<file path="config.mk">
export PLATFORM = sky130hd
export DESIGN_NAME = nsttr_regs
export DESIGN_NICKNAME = d
export VERILOG_FILES = /design/src/logic/nsttr_pkg.sv /design/src/logic/nsttr_regs.sv
export SDC_FILE = /design/constraint.sdc
export NUM_CORES = 1
export LEC_CHECK = 0
export ABC_AREA = 1
export BUFFER_PORTS_ARGS = -buffer_cell sky130_fd_sc_hd__buf_2
export CAP_MARGIN = 20
export CELL_PAD_IN_SITES_DETAIL_PLACEMENT = 1
export CELL_PAD_IN_SITES_GLOBAL_PLACEMENT = 1
export CORE_UTILIZATION = 35
export CTS_CLUSTER_DIAMETER = 200
export CTS_CLUSTER_SIZE = 20
export DETAILED_ROUTE_END_ITERATION = 6
export HOLD_SLACK_MARGIN = 0.05
export PLACE_DENSITY = 0.85
export SKIP_LAST_GASP = 1
export SLEW_MARGIN = 20
export SYNTH_ARGS = -nofsm -noshare
export SYNTH_HDL_FRONTEND = slang
export SYNTH_SLANG_ARGS = --single-unit
</file>
<file path="constraint.sdc">
create_clock -name clk -period 1.37 [get_ports clk]
set_input_delay 0.137 -clock clk [delete_from_list [all_inputs] [get_ports clk]]
set_output_delay 0.137 -clock clk [all_outputs]
set_load 0.03 [all_outputs]
</file>
<file path="src/logic/nsttr_pkg.sv">
// constants for the status, transmit length and tuning register group
`default_nettype none
package nsttr_pkg;
  // ==========================================================
  // register offsets
  localparam logic [7:0] ADDR_TARGET_STATE = 8'h21;
  localparam logic [7:0] ADDR_TX_CNT_HIGH  = 8'h22;
  localparam logic [7:0] ADDR_TX_CNT_LOW   = 8'h23;
  localparam logic [7:0] ADDR_RATE_TIMER   = 8'h24;
  localparam logic [7:0] ADDR_CONV_RESULT  = 8'h25;
  localparam logic [7:0] ADDR_DAC_A        = 8'h26;
  localparam logic [7:0] ADDR_DAC_B        = 8'h27;
  // ==========================================================
  // field positions
  localparam int TXLOW_CNT_LSB  = 3;
  localparam int TXLOW_RES_MSB  = 2;
  localparam int RATE_LSB       = 4;
  localparam int TX_CNT_W       = 13;
  localparam int TX_RES_W       = 3;
  // ==========================================================
  // reset values
  localparam logic [12:0] TX_CNT_RST = 13'h0000;
  localparam logic [2:0]  TX_RES_RST = 3'h0;
  localparam logic [7:0]  DAC_RST    = 8'h80;
  localparam logic [7:0]  CONV_RST   = 8'h00;
  localparam logic [3:0]  STATE_RST  = 4'h0;
  // ==========================================================
  // target states
  localparam logic [3:0] ST_POWER_OFF = 4'h0;
  localparam logic [3:0] ST_IDLE      = 4'h1;
  localparam logic [3:0] ST_READY1    = 4'h2;
  localparam logic [3:0] ST_READY2    = 4'h3;
  localparam logic [3:0] ST_ACTIVE    = 4'h5;
  localparam logic [3:0] ST_HALT      = 4'h9;
  localparam logic [3:0] ST_READY1_S  = 4'hA;
  localparam logic [3:0] ST_READY2_S  = 4'hB;
  localparam logic [3:0] ST_ACTIVE_S  = 4'hD;

  function automatic logic nsttr_state_valid(input logic [3:0] s);
    case (s)
      ST_POWER_OFF, ST_IDLE, ST_READY1, ST_READY2, ST_ACTIVE, ST_HALT,
      ST_READY1_S, ST_READY2_S, ST_ACTIVE_S: nsttr_state_valid = 1'b1;
      default: nsttr_state_valid = 1'b0;
    endcase
  endfunction

  function automatic logic nsttr_is_active(input logic [3:0] s);
    nsttr_is_active = (s == ST_ACTIVE) || (s == ST_ACTIVE_S);
  endfunction
endpackage
`default_nettype wire

</file>
<file path="src/logic/nsttr_regs.sv">
// status, transmit length and antenna tuning register group
`timescale 1ns/1ps
`default_nettype none
// Summary of operation
// - the 4-bit target state field shows the ISO-A target state and never a reserved code.
// - in active or active-star state the host, not the device, answers all commands.
// - the 13-bit full byte count is the high register plus low bits 7..3, reset zero.
// - low register bits 2..0 count extra bits after the last full byte, zero for none.
// - residual bits go out lsb first with parity generation switched off.
// - anticollision set, card idle and residual nonzero raise parity error on reqa/wupa.
// - short or split frames work only for ISO-A/B started by transmit without crc.
// - read-only bits 5..4 show the bit rate found by automatic detection.
// - bits 3..0 read one while the field wait, general, no-response and mask timers run.
// - a read-only register holds the last completed conversion result.
// - tuning code a is read/write, resets to 0x80 and drives converter a.
// - tuning code b is read/write, resets to 0x80 and drives converter b.
module nsttr_regs (
  input  wire logic        clk,
  input  wire logic        sys_rst,
  input  wire logic        reg_wr_en,
  input  wire logic        reg_rd_en,
  input  wire logic [7:0]  reg_addr,
  input  wire logic [7:0]  reg_wdata,
  output var  logic [7:0]  reg_rdata_ff,
  input  wire logic [3:0]  target_state_in,
  input  wire logic [1:0]  detected_rate,
  input  wire logic        field_wait_timer_running,
  input  wire logic        gp_timer_running,
  input  wire logic        no_resp_timer_running,
  input  wire logic        mask_rx_timer_running,
  input  wire logic [7:0]  conv_data,
  input  wire logic        conv_done,
  input  wire logic        anticoll_ctl,
  input  wire logic        reqa_wupa_cmd,
  input  wire logic        tx_nocrc_cmd,
  input  wire logic        tx_crc_cmd,
  input  wire logic        iso_ab_mode,
  output var  logic        auto_answer_en_ff,
  output var  logic        parity_err_irq_ff,
  output var  logic [12:0] tx_byte_count_ff,
  output var  logic [2:0]  tx_residual_ff,
  output var  logic [2:0]  tx_last_bits_ff,
  output var  logic        tx_parity_gen_ff,
  output var  logic        tx_lsb_first_ff,
  output var  logic [7:0]  dac_a_code_ff,
  output var  logic [7:0]  dac_b_code_ff
);
  import nsttr_pkg::*;

  // ==========================================================
  // next state
  logic [3:0]  state_ff, nxt_state;
  logic [7:0]  conv_ff, nxt_conv;
  logic [7:0]  nxt_rdata, nxt_dac_a, nxt_dac_b;
  logic [12:0] nxt_cnt;
  logic [2:0]  nxt_res, nxt_last_bits;
  logic        nxt_auto, nxt_perr, nxt_par_gen, nxt_lsb_first;

  always_comb begin
    nxt_state     = state_ff;
    nxt_conv      = conv_ff;
    nxt_cnt       = tx_byte_count_ff;
    nxt_res       = tx_residual_ff;
    nxt_dac_a     = dac_a_code_ff;
    nxt_dac_b     = dac_b_code_ff;
    nxt_last_bits = tx_last_bits_ff;
    nxt_par_gen   = tx_parity_gen_ff;
    nxt_lsb_first = tx_lsb_first_ff;
    nxt_rdata     = reg_rdata_ff;
    // reserved codes hold the last legal state
    if (nsttr_state_valid(target_state_in)) begin
      nxt_state = target_state_in;
    end
    nxt_auto = !nsttr_is_active(nxt_state);
    if (conv_done) begin
      nxt_conv = conv_data;
    end
    // only writable registers decode; others fall through untouched
    if (reg_wr_en) begin
      case (reg_addr)
        ADDR_TX_CNT_HIGH: nxt_cnt[TX_CNT_W-1 -: 8] = reg_wdata;
        ADDR_TX_CNT_LOW: begin
          nxt_cnt[4:0] = reg_wdata[7:TXLOW_CNT_LSB];
          nxt_res      = reg_wdata[TXLOW_RES_MSB:0];
        end
        ADDR_DAC_A: nxt_dac_a = reg_wdata;
        ADDR_DAC_B: nxt_dac_b = reg_wdata;
        default: ;
      endcase
    end
    // residual bits only honoured for ISO-A/B frames sent without crc
    if (tx_nocrc_cmd) begin
      nxt_last_bits = iso_ab_mode ? tx_residual_ff : 3'h0;
      nxt_par_gen   = !(iso_ab_mode && (tx_residual_ff != 3'h0));
      nxt_lsb_first = 1'b1;
    end else if (tx_crc_cmd) begin
      nxt_last_bits = 3'h0;
      nxt_par_gen   = 1'b1;
      nxt_lsb_first = 1'b1;
    end
    nxt_perr = reqa_wupa_cmd && anticoll_ctl && (state_ff == ST_IDLE)
               && (tx_residual_ff != 3'h0);
    if (reg_rd_en) begin
      case (reg_addr)
        ADDR_TARGET_STATE: nxt_rdata = {4'h0, state_ff};
        ADDR_TX_CNT_HIGH:  nxt_rdata = tx_byte_count_ff[12:5];
        ADDR_TX_CNT_LOW:   nxt_rdata = {tx_byte_count_ff[4:0], tx_residual_ff};
        ADDR_RATE_TIMER:   nxt_rdata = {2'h0, detected_rate, field_wait_timer_running,
                                        gp_timer_running, no_resp_timer_running,
                                        mask_rx_timer_running};
        ADDR_CONV_RESULT:  nxt_rdata = conv_ff;
        ADDR_DAC_A:        nxt_rdata = dac_a_code_ff;
        ADDR_DAC_B:        nxt_rdata = dac_b_code_ff;
        default:           nxt_rdata = 8'h00;
      endcase
    end
  end

  // ==========================================================
  // registers
  always_ff @(posedge clk) begin
    if (sys_rst) begin
      state_ff          <= STATE_RST;
      conv_ff           <= CONV_RST;
      tx_byte_count_ff  <= TX_CNT_RST;
      tx_residual_ff    <= TX_RES_RST;
      dac_a_code_ff     <= DAC_RST;
      dac_b_code_ff     <= DAC_RST;
      reg_rdata_ff      <= 8'h00;
      auto_answer_en_ff <= 1'b1;
      parity_err_irq_ff <= 1'b0;
      tx_last_bits_ff   <= TX_RES_RST;
      tx_parity_gen_ff  <= 1'b1;
      tx_lsb_first_ff   <= 1'b1;
    end else begin
      state_ff          <= nxt_state;
      conv_ff           <= nxt_conv;
      tx_byte_count_ff  <= nxt_cnt;
      tx_residual_ff    <= nxt_res;
      dac_a_code_ff     <= nxt_dac_a;
      dac_b_code_ff     <= nxt_dac_b;
      reg_rdata_ff      <= nxt_rdata;
      auto_answer_en_ff <= nxt_auto;
      parity_err_irq_ff <= nxt_perr;
      tx_last_bits_ff   <= nxt_last_bits;
      tx_parity_gen_ff  <= nxt_par_gen;
      tx_lsb_first_ff   <= nxt_lsb_first;
    end
  end

  // ==========================================================
  // assertions
  property p_state_legal;
    @(posedge clk) disable iff (sys_rst) nsttr_state_valid(state_ff);
  endproperty
  a_state_legal: assert property (p_state_legal) else $error("illegal state shown");

  property p_active_mute;
    @(posedge clk) disable iff (sys_rst)
      nsttr_is_active(state_ff) |-> !auto_answer_en_ff;
  endproperty
  a_active_mute: assert property (p_active_mute) else $error("auto answer in active");

  property p_cnt_high;
    @(posedge clk) disable iff (sys_rst)
      (reg_wr_en && reg_addr == ADDR_TX_CNT_HIGH) |=> (tx_byte_count_ff[12:5] == $past(reg_wdata));
  endproperty
  a_cnt_high: assert property (p_cnt_high) else $error("count high not written");

  property p_res_read;
    @(posedge clk) disable iff (sys_rst)
      (reg_rd_en && reg_addr == ADDR_TX_CNT_LOW && !reg_wr_en)
        |=> (reg_rdata_ff[2:0] == tx_residual_ff);
  endproperty
  a_res_read: assert property (p_res_read) else $error("residual readback wrong");

  property p_no_parity;
    @(posedge clk) disable iff (sys_rst)
      (tx_nocrc_cmd && iso_ab_mode && tx_residual_ff != 3'h0) |=> !tx_parity_gen_ff;
  endproperty
  a_no_parity: assert property (p_no_parity) else $error("parity kept on split byte");

  property p_perr;
    @(posedge clk) disable iff (sys_rst)
      (reqa_wupa_cmd && anticoll_ctl && state_ff == ST_IDLE && tx_residual_ff != 3'h0)
        |=> parity_err_irq_ff;
  endproperty
  a_perr: assert property (p_perr) else $error("parity error not raised");

  property p_short_iso;
    @(posedge clk) disable iff (sys_rst)
      (tx_nocrc_cmd && !iso_ab_mode) |=> (tx_last_bits_ff == 3'h0);
  endproperty
  a_short_iso: assert property (p_short_iso) else $error("split frame off ISO-A/B");

  property p_rate_read;
    @(posedge clk) disable iff (sys_rst)
      (reg_rd_en && reg_addr == ADDR_RATE_TIMER)
        |=> (reg_rdata_ff[5:4] == $past(detected_rate)) && (reg_rdata_ff[7:6] == 2'h0);
  endproperty
  a_rate_read: assert property (p_rate_read) else $error("rate readback wrong");

  property p_timer_read;
    @(posedge clk) disable iff (sys_rst)
      (reg_rd_en && reg_addr == ADDR_RATE_TIMER && field_wait_timer_running) |=> reg_rdata_ff[3];
  endproperty
  a_timer_read: assert property (p_timer_read) else $error("timer flag lost");

  property p_conv;
    @(posedge clk) disable iff (sys_rst) conv_done |=> (conv_ff == $past(conv_data));
  endproperty
  a_conv: assert property (p_conv) else $error("conversion not held");

  property p_dac_a;
    @(posedge clk) disable iff (sys_rst)
      (reg_wr_en && reg_addr == ADDR_DAC_A) |=> (dac_a_code_ff == $past(reg_wdata));
  endproperty
  a_dac_a: assert property (p_dac_a) else $error("dac a not written");

  property p_dac_b;
    @(posedge clk) disable iff (sys_rst)
      (!(reg_wr_en && reg_addr == ADDR_DAC_B)) |=> $stable(dac_b_code_ff);
  endproperty
  a_dac_b: assert property (p_dac_b) else $error("dac b changed unasked");

  property p_ro_read;
    @(posedge clk) disable iff (sys_rst)
      (reg_rd_en && reg_addr == ADDR_TARGET_STATE) |=> (reg_rdata_ff[7:4] == 4'h0);
  endproperty
  a_ro_read: assert property (p_ro_read) else $error("reserved bits not zero");

  c_perr: cover property (@(posedge clk) disable iff (sys_rst) parity_err_irq_ff);
  c_active: cover property (@(posedge clk) disable iff (sys_rst) !auto_answer_en_ff);
  c_split: cover property (@(posedge clk) disable iff (sys_rst) !tx_parity_gen_ff);
endmodule
`default_nettype wire

</file>
==> results of run 1 <==
[critical path: cells and delay by family]
| family | cells | cell delay, ns |
|---|---|---|
| simple gates | 2 | 0.24 |
| buf+inv | 3 | 1.19 |
[repair_timing]
item	CTS	global route
gates resized for setup	0	0
hold buffers	14	0
endpoints found under the hold margin	12	0
[final timing paths]
kind / startpoint / to / slack, ns / cells past startpoint
setup / recovery: anticoll_ctl / parity_err_irq_ff / 0.09 / 5
hold reg to reg: reg_rdata_ff[2] / reg_rdata_ff[2] / 0.47 / 2
hold / removal: target_state_in[1] / state_ff[1] / 0.07 / 3
setup reg to reg: dac_b_code_ff[3] / reg_rdata_ff[3] / 0.39 / 6
[kinds of logic after synthesis]
group,Yosys count
simple gates,159
compound gates,93
flops,58
buf+inv,48
other cells,1
[power by group through the flow]
| stage | registers, W | logic (W) | clock network (W) |
|---|---|---|---|
| finish | 0.00173 | 0.000340 | 0.00177 |
| global route | 0.00173 | 0.000369 | 0.00188 |
| CTS | 0.00173 | 0.000335 | 0.00180 |
| detailed placement | 0.00177 | 0.000302 | 0 |
| global placement | 0.00177 | 0.000291 | 0 |
| floorplan | 0.00177 | 0.000161 | 0 |
[routing by layer]
layer | track usage (%) | vias to the layer above | wire [µm]
met3 | 4.23 | 17 | 359
li1 | - | 1410 | -
met4 | 9.54 | 0 | 206
met1 | 27.8 | 1406 | 3910
met5 | 0 | - | 0
met2 | 43.7 | 95 | 4780
[metrics by stage]
| stage | util, % | setup slack [ns] | hold slack [ns] | power [W] |
|---|---|---|---|---|
| after global placement | 44.1 | 0.0282 | 0.362 | 0.00206 |
| after floorplan | - | 0.274 | 0.206 | 0.00193 |
| after CTS | 49.0 | 0.117 | 0.0617 | 0.00387 |
| after detailed placement | 44.1 | -0.0539 | 0.372 | 0.00207 |
| after global routing | 49.0 | 0.0372 | 0.0701 | 0.00398 |
| final | 49.0 | 0.0908 | 0.0715 | 0.00384 |
[sequential cells by signal (all words and copies together) (netlist names), 3 cells and up]
name and flops:
state_ff 4, tx_byte_count_ff 13, conv_ff 8, tx_residual_ff 3, reg_rdata_ff 8, dac_b_code_ff 8, tx_last_bits_ff 3, dac_a_code_ff 8
[final cells by class]
type	count	area, µm²
Tap cell	99	124
Inverter	32	121
Clock buffer	9	124
Multi-Input combinational cell	253	1300
Clock inverter	7	93.8
Timing Repair Buffer	113	686
Fill cell	976	3760
Sequential cell	58	1160
[placed cells by master (no fill, tap or decap), types with 9 or more instances in the layout]
master | synthesis | layout
a21oi_1 | 37 | 37
buf_2 | 2 | 89
clkbuf_8 | 0 | 9
dfxtp_1 | 58 | 58
dlygate4sd3_1 | 0 | 14
inv_1 | 28 | 28
nand2_1 | 52 | 52
nand3_1 | 49 | 49
nor2_1 | 37 | 37
o21ai_0 | 32 | 32
o21ai_1 | 12 | 12
==> flow_metrics.tcl, run 1 <==
set metrics [dict create \
    outcome "finished clean" \
    cts_sinks 58 \
    vias 2928 \
    drc_errors 0 \
    timing.fmax_mhz 782 \
    numPortBuffers 89 \
    fin_nets 511 \
    clk_latency_ns 0.35 \
    grt_pass1_vias 3102 \
    clk_pin_slew_ns 0.08 \
    switching_share_pct 25.4 \
    p_comb_share_pct 8.8 \
    h-tree-depth 3 \
    yosysTopAreaCell "dfxtp_1" \
    syn_to_final_growth_pct 33.3 \
    core-area_um2 7370 \
    wl_um 9260 \
    fin_crit_sh_pct 93.4 \
    dpl_cell_area_um2 3250 \
    synth_edf_count 0 \
    max-cap-violations 0 \
    yosysSeqAreaShare_pct 42.9 \
    die_area_um2 8100 \
    initial_core_util_pct 36.8 \
    peakVddDrop_mv 0.580 \
    synthCells 359 \
    yosys_warnings 0 \
    internal-power_w 0.00287 \
    syn_avg_cell_area_um2 7.55 \
    cts_root_buffer "clkbuf_8" \
    synth-xor-area-share_pct 0 \
    drive_gt1_share_pct 30.9 \
    yosys-top-cells-area "dfxtp_1 (43%), nand3_1 (9.1%), nand2_1 (7.2%)" \
    rsz0062_at_grt "no" \
    post-route-min-period_ns 1.28 \
    cpPeakStageDelay_ns 0.57 \
    crit_fanout 1 \
    drt-pass1-iter-count 4 \
    clk_path_buf_depth 2 \
    skew_ns 0.00786 \
    seq_power_share_pct 45.0 \
    die_h_um 90.0 \
    num_io_pins 91 \
    fp.dieW_um 90.0 \
    grt.overflow.total 0 \
    synth_fp_nets 403 \
    power_density_nw_per_um2 1060 \
    worstPathArrival_ns 1.56 \
    crit_required_ns 1.65 \
    grt_max_degree 42 \
    drt_iter0_markers 146 \
    slew_violations 0 \
    synthMuxAreaShare_pct 0 \
    critPathSlowestCell "dlygate4sd3_1" \
    worstSetupPathType "in -> reg" \
    fin_cells 571 \
    placedCellCount 541 \
    gp_congestion 0.819 \
    cts_tree "done" \
    wire_per_inst_um 16.2 \
    worstSetupStartpointType "input pin" \
    pwr-share-clk_pct 46.1 \
    critPathCaptureType "flop" \
    synth_top_family_by_area "simple AND/OR/NAND/NOR gates" \
    dp_hpwl_um 6360 \
    synthTopCellsByCount "dfxtp_1 (58), nand2_1 (52), nand3_1 (49)" \
    ys_seq_elements 58 \
    async_reset_ff_share_pct 0 \
    setup_viol 0 \
    synth_most_common_cell "dfxtp_1" \
    post_cts_buffers 0 \
    switching_power_w 0.000977 \
    leakage_nw 1.79 \
    final_area_um2 3610 \
    grt_pass1_wl_um 15400 \
    path_cells "dlygate4sd3_1 > buf_2 > nand3_1 > dlygate4sd3_1 > nor3_1" \
    synth_compound_area_share_pct 18.7 \
    synth_ff_type "dfxtp_1" \
    antenna_found_initial 0 \
    netlist.area_leader.share_pct 42.9 \
    hp-class "in -> reg" \
    synth-simple-area-share_pct 29.1 \
    routed_via_density 5.13 \
    finalSetupTns_ns 0 \
    path_common_cell "dlygate4sd3_1" \
    synthAdderAreaFrac_pct 0 \
    diodes 0 \
    cts_buffers 9 \
    syn_area_um2 2710 \
    synth_cell_type_count 30 \
    ant_nets 0 \
    rows 31 \
    grt_usage_pct 24.0 \
    hold_viol 0 \
]
No activity file was read; power rests on OpenSTA's default activity.
==> run 2: changes to the inputs <==
RECOVER_POWER = 50   (was default)
==> run 2 against run 1 <==
Count of clock-buffer cells in the layout unchanged. Die area unchanged. Global-route usage is the same. Clock skew barely moved. Clock power barely moved. First-iteration DRC count fell by 4.1%. Critical endpoint unchanged. Largest cell class unchanged. Largest power group unchanged.
==> flow_metrics.tcl, run 2 (synthesized netlist as in run 1, its figures left out) <==
set metrics [dict create \
    outcome "finished clean" \
    worstPathArrival_ns 1.56 \
    worstSetupStartpointType "input pin" \
    h-tree-depth 3 \
    reg2reg_from "dac_b_code_ff[3]" \
    cts_buffers 9 \
    fin_crit_sh_pct 93.5 \
    worstSetupPathType "in -> reg" \
    grt_max_degree 42 \
    cts_sinks 58 \
    timing.fmax_mhz 781 \
    hold_depth 3 \
    critPathCaptureType "flop" \
    post-route-min-period_ns 1.28 \
    rows 31 \
    grt_pass1_vias 3102 \
    diodes 0 \
    largest_register_ffs 13 \
    numPortBuffers 89 \
    peakVddDrop_mv 0.580 \
    die_area_um2 8100 \
    r2r_cells 6 \
    crit_required_ns 1.65 \
    drc_errors 0 \
    multi_input_area_um2 1290 \
    dpl_cell_area_um2 3250 \
    min_from "target_state_in[1]" \
    clk_latency_ns 0.35 \
    clk_path_buf_depth 2 \
    vias 2955 \
    grt_usage_pct 24.0 \
    gp_congestion 0.819 \
    rrSetupSlack_ns 0.39 \
    grt.overflow.total 0 \
    wire_per_inst_um 16.3 \
    dp_hpwl_um 6360 \
    crit_fanout 1 \
    power_w 0.00384 \
    post_cts_buffers 0 \
    regArea_um2 1160 \
    power_density_nw_per_um2 1070 \
    regMostFlops "tx_byte_count_ff" \
    die_h_um 90.0 \
    layout_commonest_cell "buf_2" \
    hp-class "in -> reg" \
    r2r-end "reg_rdata_ff[3]" \
    hold_ws_ns 0.0736 \
    final_area_um2 3580 \
    skew_ns 0.00775 \
    setup_viol 0 \
    hold_end "state_ff[1]" \
    drt-pass1-iter-count 4 \
    drive_gt1_share_pct 27.5 \
    num_io_pins 91 \
    clk_pin_slew_ns 0.08 \
    cts_root_buffer "clkbuf_8" \
    cts_tree "done" \
    grt_pass1_wl_um 15400 \
    routed_via_density 5.18 \
    antenna_found_initial 0 \
    syn_to_final_growth_pct 32.2 \
    mostFrequentLayoutCells "buf_2 (77), dfxtp_1 (58), nand2_1 (54), nand3_1 (49), o21ai_0 (38)" \
    core-area_um2 7370 \
    max-cap-violations 0 \
    rsz0062_at_grt "no" \
    initial_core_util_pct 36.8 \
    leakage_nw 1.74 \
    ant_nets 0 \
    wl_um 9300 \
    fp.dieW_um 90.0 \
    hold_viol 0 \
    drt_iter0_markers 140 \
    fill_cells 979 \
    fin_nets 511 \
    slew_violations 0 \
]
==> run 2: how the worst max path moves through the flow <==
| stage | slack [ns] | startpoint | end | cells past startpoint |
|---|---|---|---|---|
| 5_1_grt | 0.04 | anticoll_ctl | parity_err_irq_ff | 5 |
| 3_3_place_gp | 0.03 | reg_addr[3] | reg_rdata_ff[5] | 11 |
| 4_1_cts | 0.12 | anticoll_ctl | parity_err_irq_ff | 5 |
| 2_1_floorplan | 0.27 | reg_addr[4] | reg_rdata_ff[5] | 11 |
| 6_report | 0.09 | anticoll_ctl | parity_err_irq_ff | 5 |
| 3_5_place_dp | -0.05 | reg_addr[3] | reg_rdata_ff[5] | 11 |
==> run 2: layer usage <==
layer / vias to the layer above / routed length [µm] / GRT usage, %
li1: 1411 / - / -
met1: 1422 / 3910 / 27.8
met2: 102 / 4790 / 43.7
met3: 20 / 394 / 4.23
met4: 0 / 203 / 9.54
met5: - / 0 / 0
==> run 2: cell type report <==
type | instances | area share (%)
clock buffer | 9 | 3.46
clock inverter | 7 | 2.62
inverter | 32 | 3.35
multi-input combinational | 253 | 36.0
sequential | 58 | 32.4
tap | 99 | 3.46
timing repair buffer | 113 | 18.7
==> run 2: per-stage QoR <==
| step | instances | util, % | worst slack [ns] | TNS [ns] |
|---|---|---|---|---|
| 6_report | 571 | 48.6 | 0.0897 | 0 |
| 3_5_place_dp | 541 | 44.1 | -0.0539 | -0.130 |
| 5_1_grt | 571 | 48.6 | 0.0373 | 0 |
| 4_1_cts | 571 | 49.0 | 0.117 | 0 |
| 3_3_place_gp | 541 | 44.1 | 0.0282 | 0 |
| 2_1_floorplan | 359 | - | 0.274 | 0 |
==> run 2: timing repair <==
| item | 4_1_cts | 5_1_grt |
|---|---|---|
| resized for setup | 0 | 0 |
| hold buffers | 14 | 0 |
| hold endpoints to repair | 12 | 0 |
==> run 2: power by group <==
part | switching [W] | total, W | internal, W
clock | 0.000753 | 0.00177 | 0.00102
sequential | 0.0000160 | 0.00173 | 0.00171
combinational | 0.000207 | 0.000336 | 0.000130
==> run 2: worst max-delay path: stages <==
cell and delay [ns]:
dlygate4sd3_1 0.52, buf_2 0.10, nand3_1 0.07, dlygate4sd3_1 0.57
nor3_1 0.17
==> run 3: changes to the inputs <==
CORE_MARGIN = 2   (was default)
RECOVER_POWER = default   (was 50)
==> run 3 against run 2 <==
Non-clock buffer count fell by 3. Setup slack got worse by 0.0013 ns. Power rose by 12%. Die area rose by 4.5%. Clock skew rose by 0.00066 ns. Sequential share of layout area fell by 0.75 points. Flip-flop and latch count did not move.
==> flow_metrics.tcl, run 3 (synthesized netlist as in run 1, its figures left out) <==
set metrics [dict create \
    outcome "finished clean" \
    clk_path_buf_depth 2 \
    switching_power_w 0.000922 \
    syn_to_final_growth_pct 35.3 \
    initial_core_util_pct 35.6 \
    layout_commonest_cell "buf_2" \
    timing.fmax_mhz 780 \
    worstPathArrival_ns 1.56 \
    wl_um 8740 \
    clk_latency_ns 0.35 \
    worstSetupPathType "in -> reg" \
    post_cts_buffers 0 \
    hold_end "conv_ff[1]" \
    min_from "conv_data[1]" \
    diodes 0 \
    internal-power_w 0.00338 \
    peakVddDrop_mv 0.548 \
    dp_hpwl_um 6370 \
    r2r-end "reg_rdata_ff[0]" \
    rows 32 \
    drt-pass1-iter-count 4 \
    hold_viol 0 \
    worstSetupStartpointType "input pin" \
    critPathCaptureType "flop" \
    hold_depth 3 \
    crit_fanout 1 \
    hold_ws_ns 0.0697 \
    fin_ws_ns 0.0884 \
    leakage_nw 1.82 \
    pwr-share-clk_pct 52.3 \
    clk_pin_slew_ns 0.07 \
    max_slew.worst_pin.slew_ns 0.509 \
    hp-class "in -> reg" \
    cts_hold_buf 12 \
    die_h_um 92.0 \
    p_comb_share_pct 7.5 \
    drt_iter0_markers 75 \
    skew_ns 0.00841 \
    numPortBuffers 89 \
    drive_gt1_share_pct 30.9 \
    cts_tree "done" \
    r2r_cells 6 \
    max-cap-violations 0 \
    fill_cells 994 \
    fin_crit_sh_pct 93.5 \
    wire_per_inst_um 15.3 \
    grt_pass1_wl_um 14400 \
    fin_nets 508 \
    place_ws_ns -0.00579 \
    switching_share_pct 21.4 \
    antenna_found_initial 0 \
    h-tree-depth 3 \
    drc_errors 0 \
    cts_sinks 58 \
    reg2reg_from "dac_a_code_ff[0]" \
    ant_nets 0 \
    grt.overflow.total 0 \
    slew_violations 0 \
    max_slew_margin_pct 66.1 \
    routed_via_density 5.07 \
    cts_root_buffer "clkbuf_8" \
    regArea_um2 1160 \
    setup_viol 0 \
    num_io_pins 91 \
    post-route-min-period_ns 1.28 \
    die_area_um2 8460 \
    grt_usage_pct 21.9 \
    multi_input_area_um2 1300 \
    gp_congestion 0.836 \
    vias 2893 \
    grt_pass1_vias 2906 \
    power_density_nw_per_um2 1170 \
    seq_power_share_pct 40.2 \
    mostFrequentLayoutCells "buf_2 (89), dfxtp_1 (58), nand2_1 (52), nand3_1 (49)" \
    cts_buffers 9 \
    cts_resized 0 \
    rrSetupSlack_ns 0.38 \
    grt_max_degree 41 \
    regMostFlops "tx_byte_count_ff" \
    crit_required_ns 1.64 \
    rsz0062_at_grt "no" \
    fp.dieW_um 92.0 \
    core-area_um2 7610 \
    largest_register_ffs 13 \
]
run 3: changes by cell type in the layout (fill, tap and decap cells not counted), moves of 2 or more:
cell | previous run | this run
nand2_1 | 54 | 52
clkinvlp_4 | 2 | 0
bufinv_16 | 2 | 4
dlygate4sd3_1 | 14 | 12
o21ai_0 | 38 | 32
buf_2 | 77 | 89
inv_1 | 30 | 28
clkbuf_8 | 9 | 12
clkbuf_1 | 12 | 0
o21ai_1 | 6 | 12
run 3: critical path, cell delays in order:
cell,delay (ns)
dlygate4sd3_1,0.54
buf_2,0.10
nand3_1,0.06
dlygate4sd3_1,0.56
nor3_1,0.16
run 3: worst max-delay path by stage:
stage                       startpoint             endpoint  slack, ns
final                     anticoll_ctl    parity_err_irq_ff       0.09
after detailed placement   reg_addr[4]  tx_byte_count_ff[4]     -0.006
after global routing      anticoll_ctl    parity_err_irq_ff       0.03
after floorplan            reg_addr[4]      reg_rdata_ff[5]       0.27
after CTS                 anticoll_ctl    parity_err_irq_ff       0.11
after global placement     reg_addr[4]      reg_rdata_ff[5]       0.08
run 3: layer usage:
layer	part of all wire (%)	wire, µm	vias to the layer above	GRT usage, %
met3	4.5	390	23	4.68
met5	0	0	-	0
met2	50	4370	86	37.4
met1	43	3720	1379	26.2
met4	3.0	262	0	10.3
li1	-	-	1405	-
run 3: through the flow:
| step | instance area [µm²] | setup TNS, ns | utilization [%] | power (W) | cells |
|---|---|---|---|---|---|
| after floorplan | 2710 | 0 | - | 0.00193 | 359 |
| after global placement | 3260 | 0 | 42.9 | 0.00205 | 543 |
| after detailed placement | 3260 | -0.00579 | 42.9 | 0.00206 | 543 |
| after CTS | 3670 | 0 | 48.2 | 0.00433 | 571 |
| after global routing | 3670 | 0 | 48.2 | 0.00445 | 571 |
| final | 3670 | 0 | 48.2 | 0.00430 | 571 |
run 3: power by group through the flow:
stage	sequential [W]	combinational (W)	clock, W
after global placement	0.00177	0.000284	0
after detailed placement	0.00177	0.000294	0
after global routing	0.00173	0.000358	0.00236
after CTS	0.00173	0.000322	0.00228
after floorplan	0.00177	0.000161	0
final	0.00173	0.000323	0.00225
run 3: area by class of cell:
cell class                      count  share of cell area, %
Sequential cell                    58                   31.7
Multi-Input combinational cell    253                   35.5
Clock inverter                      4                   3.28
Tap cell                          102                   3.48
Clock buffer                       12                   4.51
Timing Repair Buffer              110                   18.3
Inverter                           32                   3.31
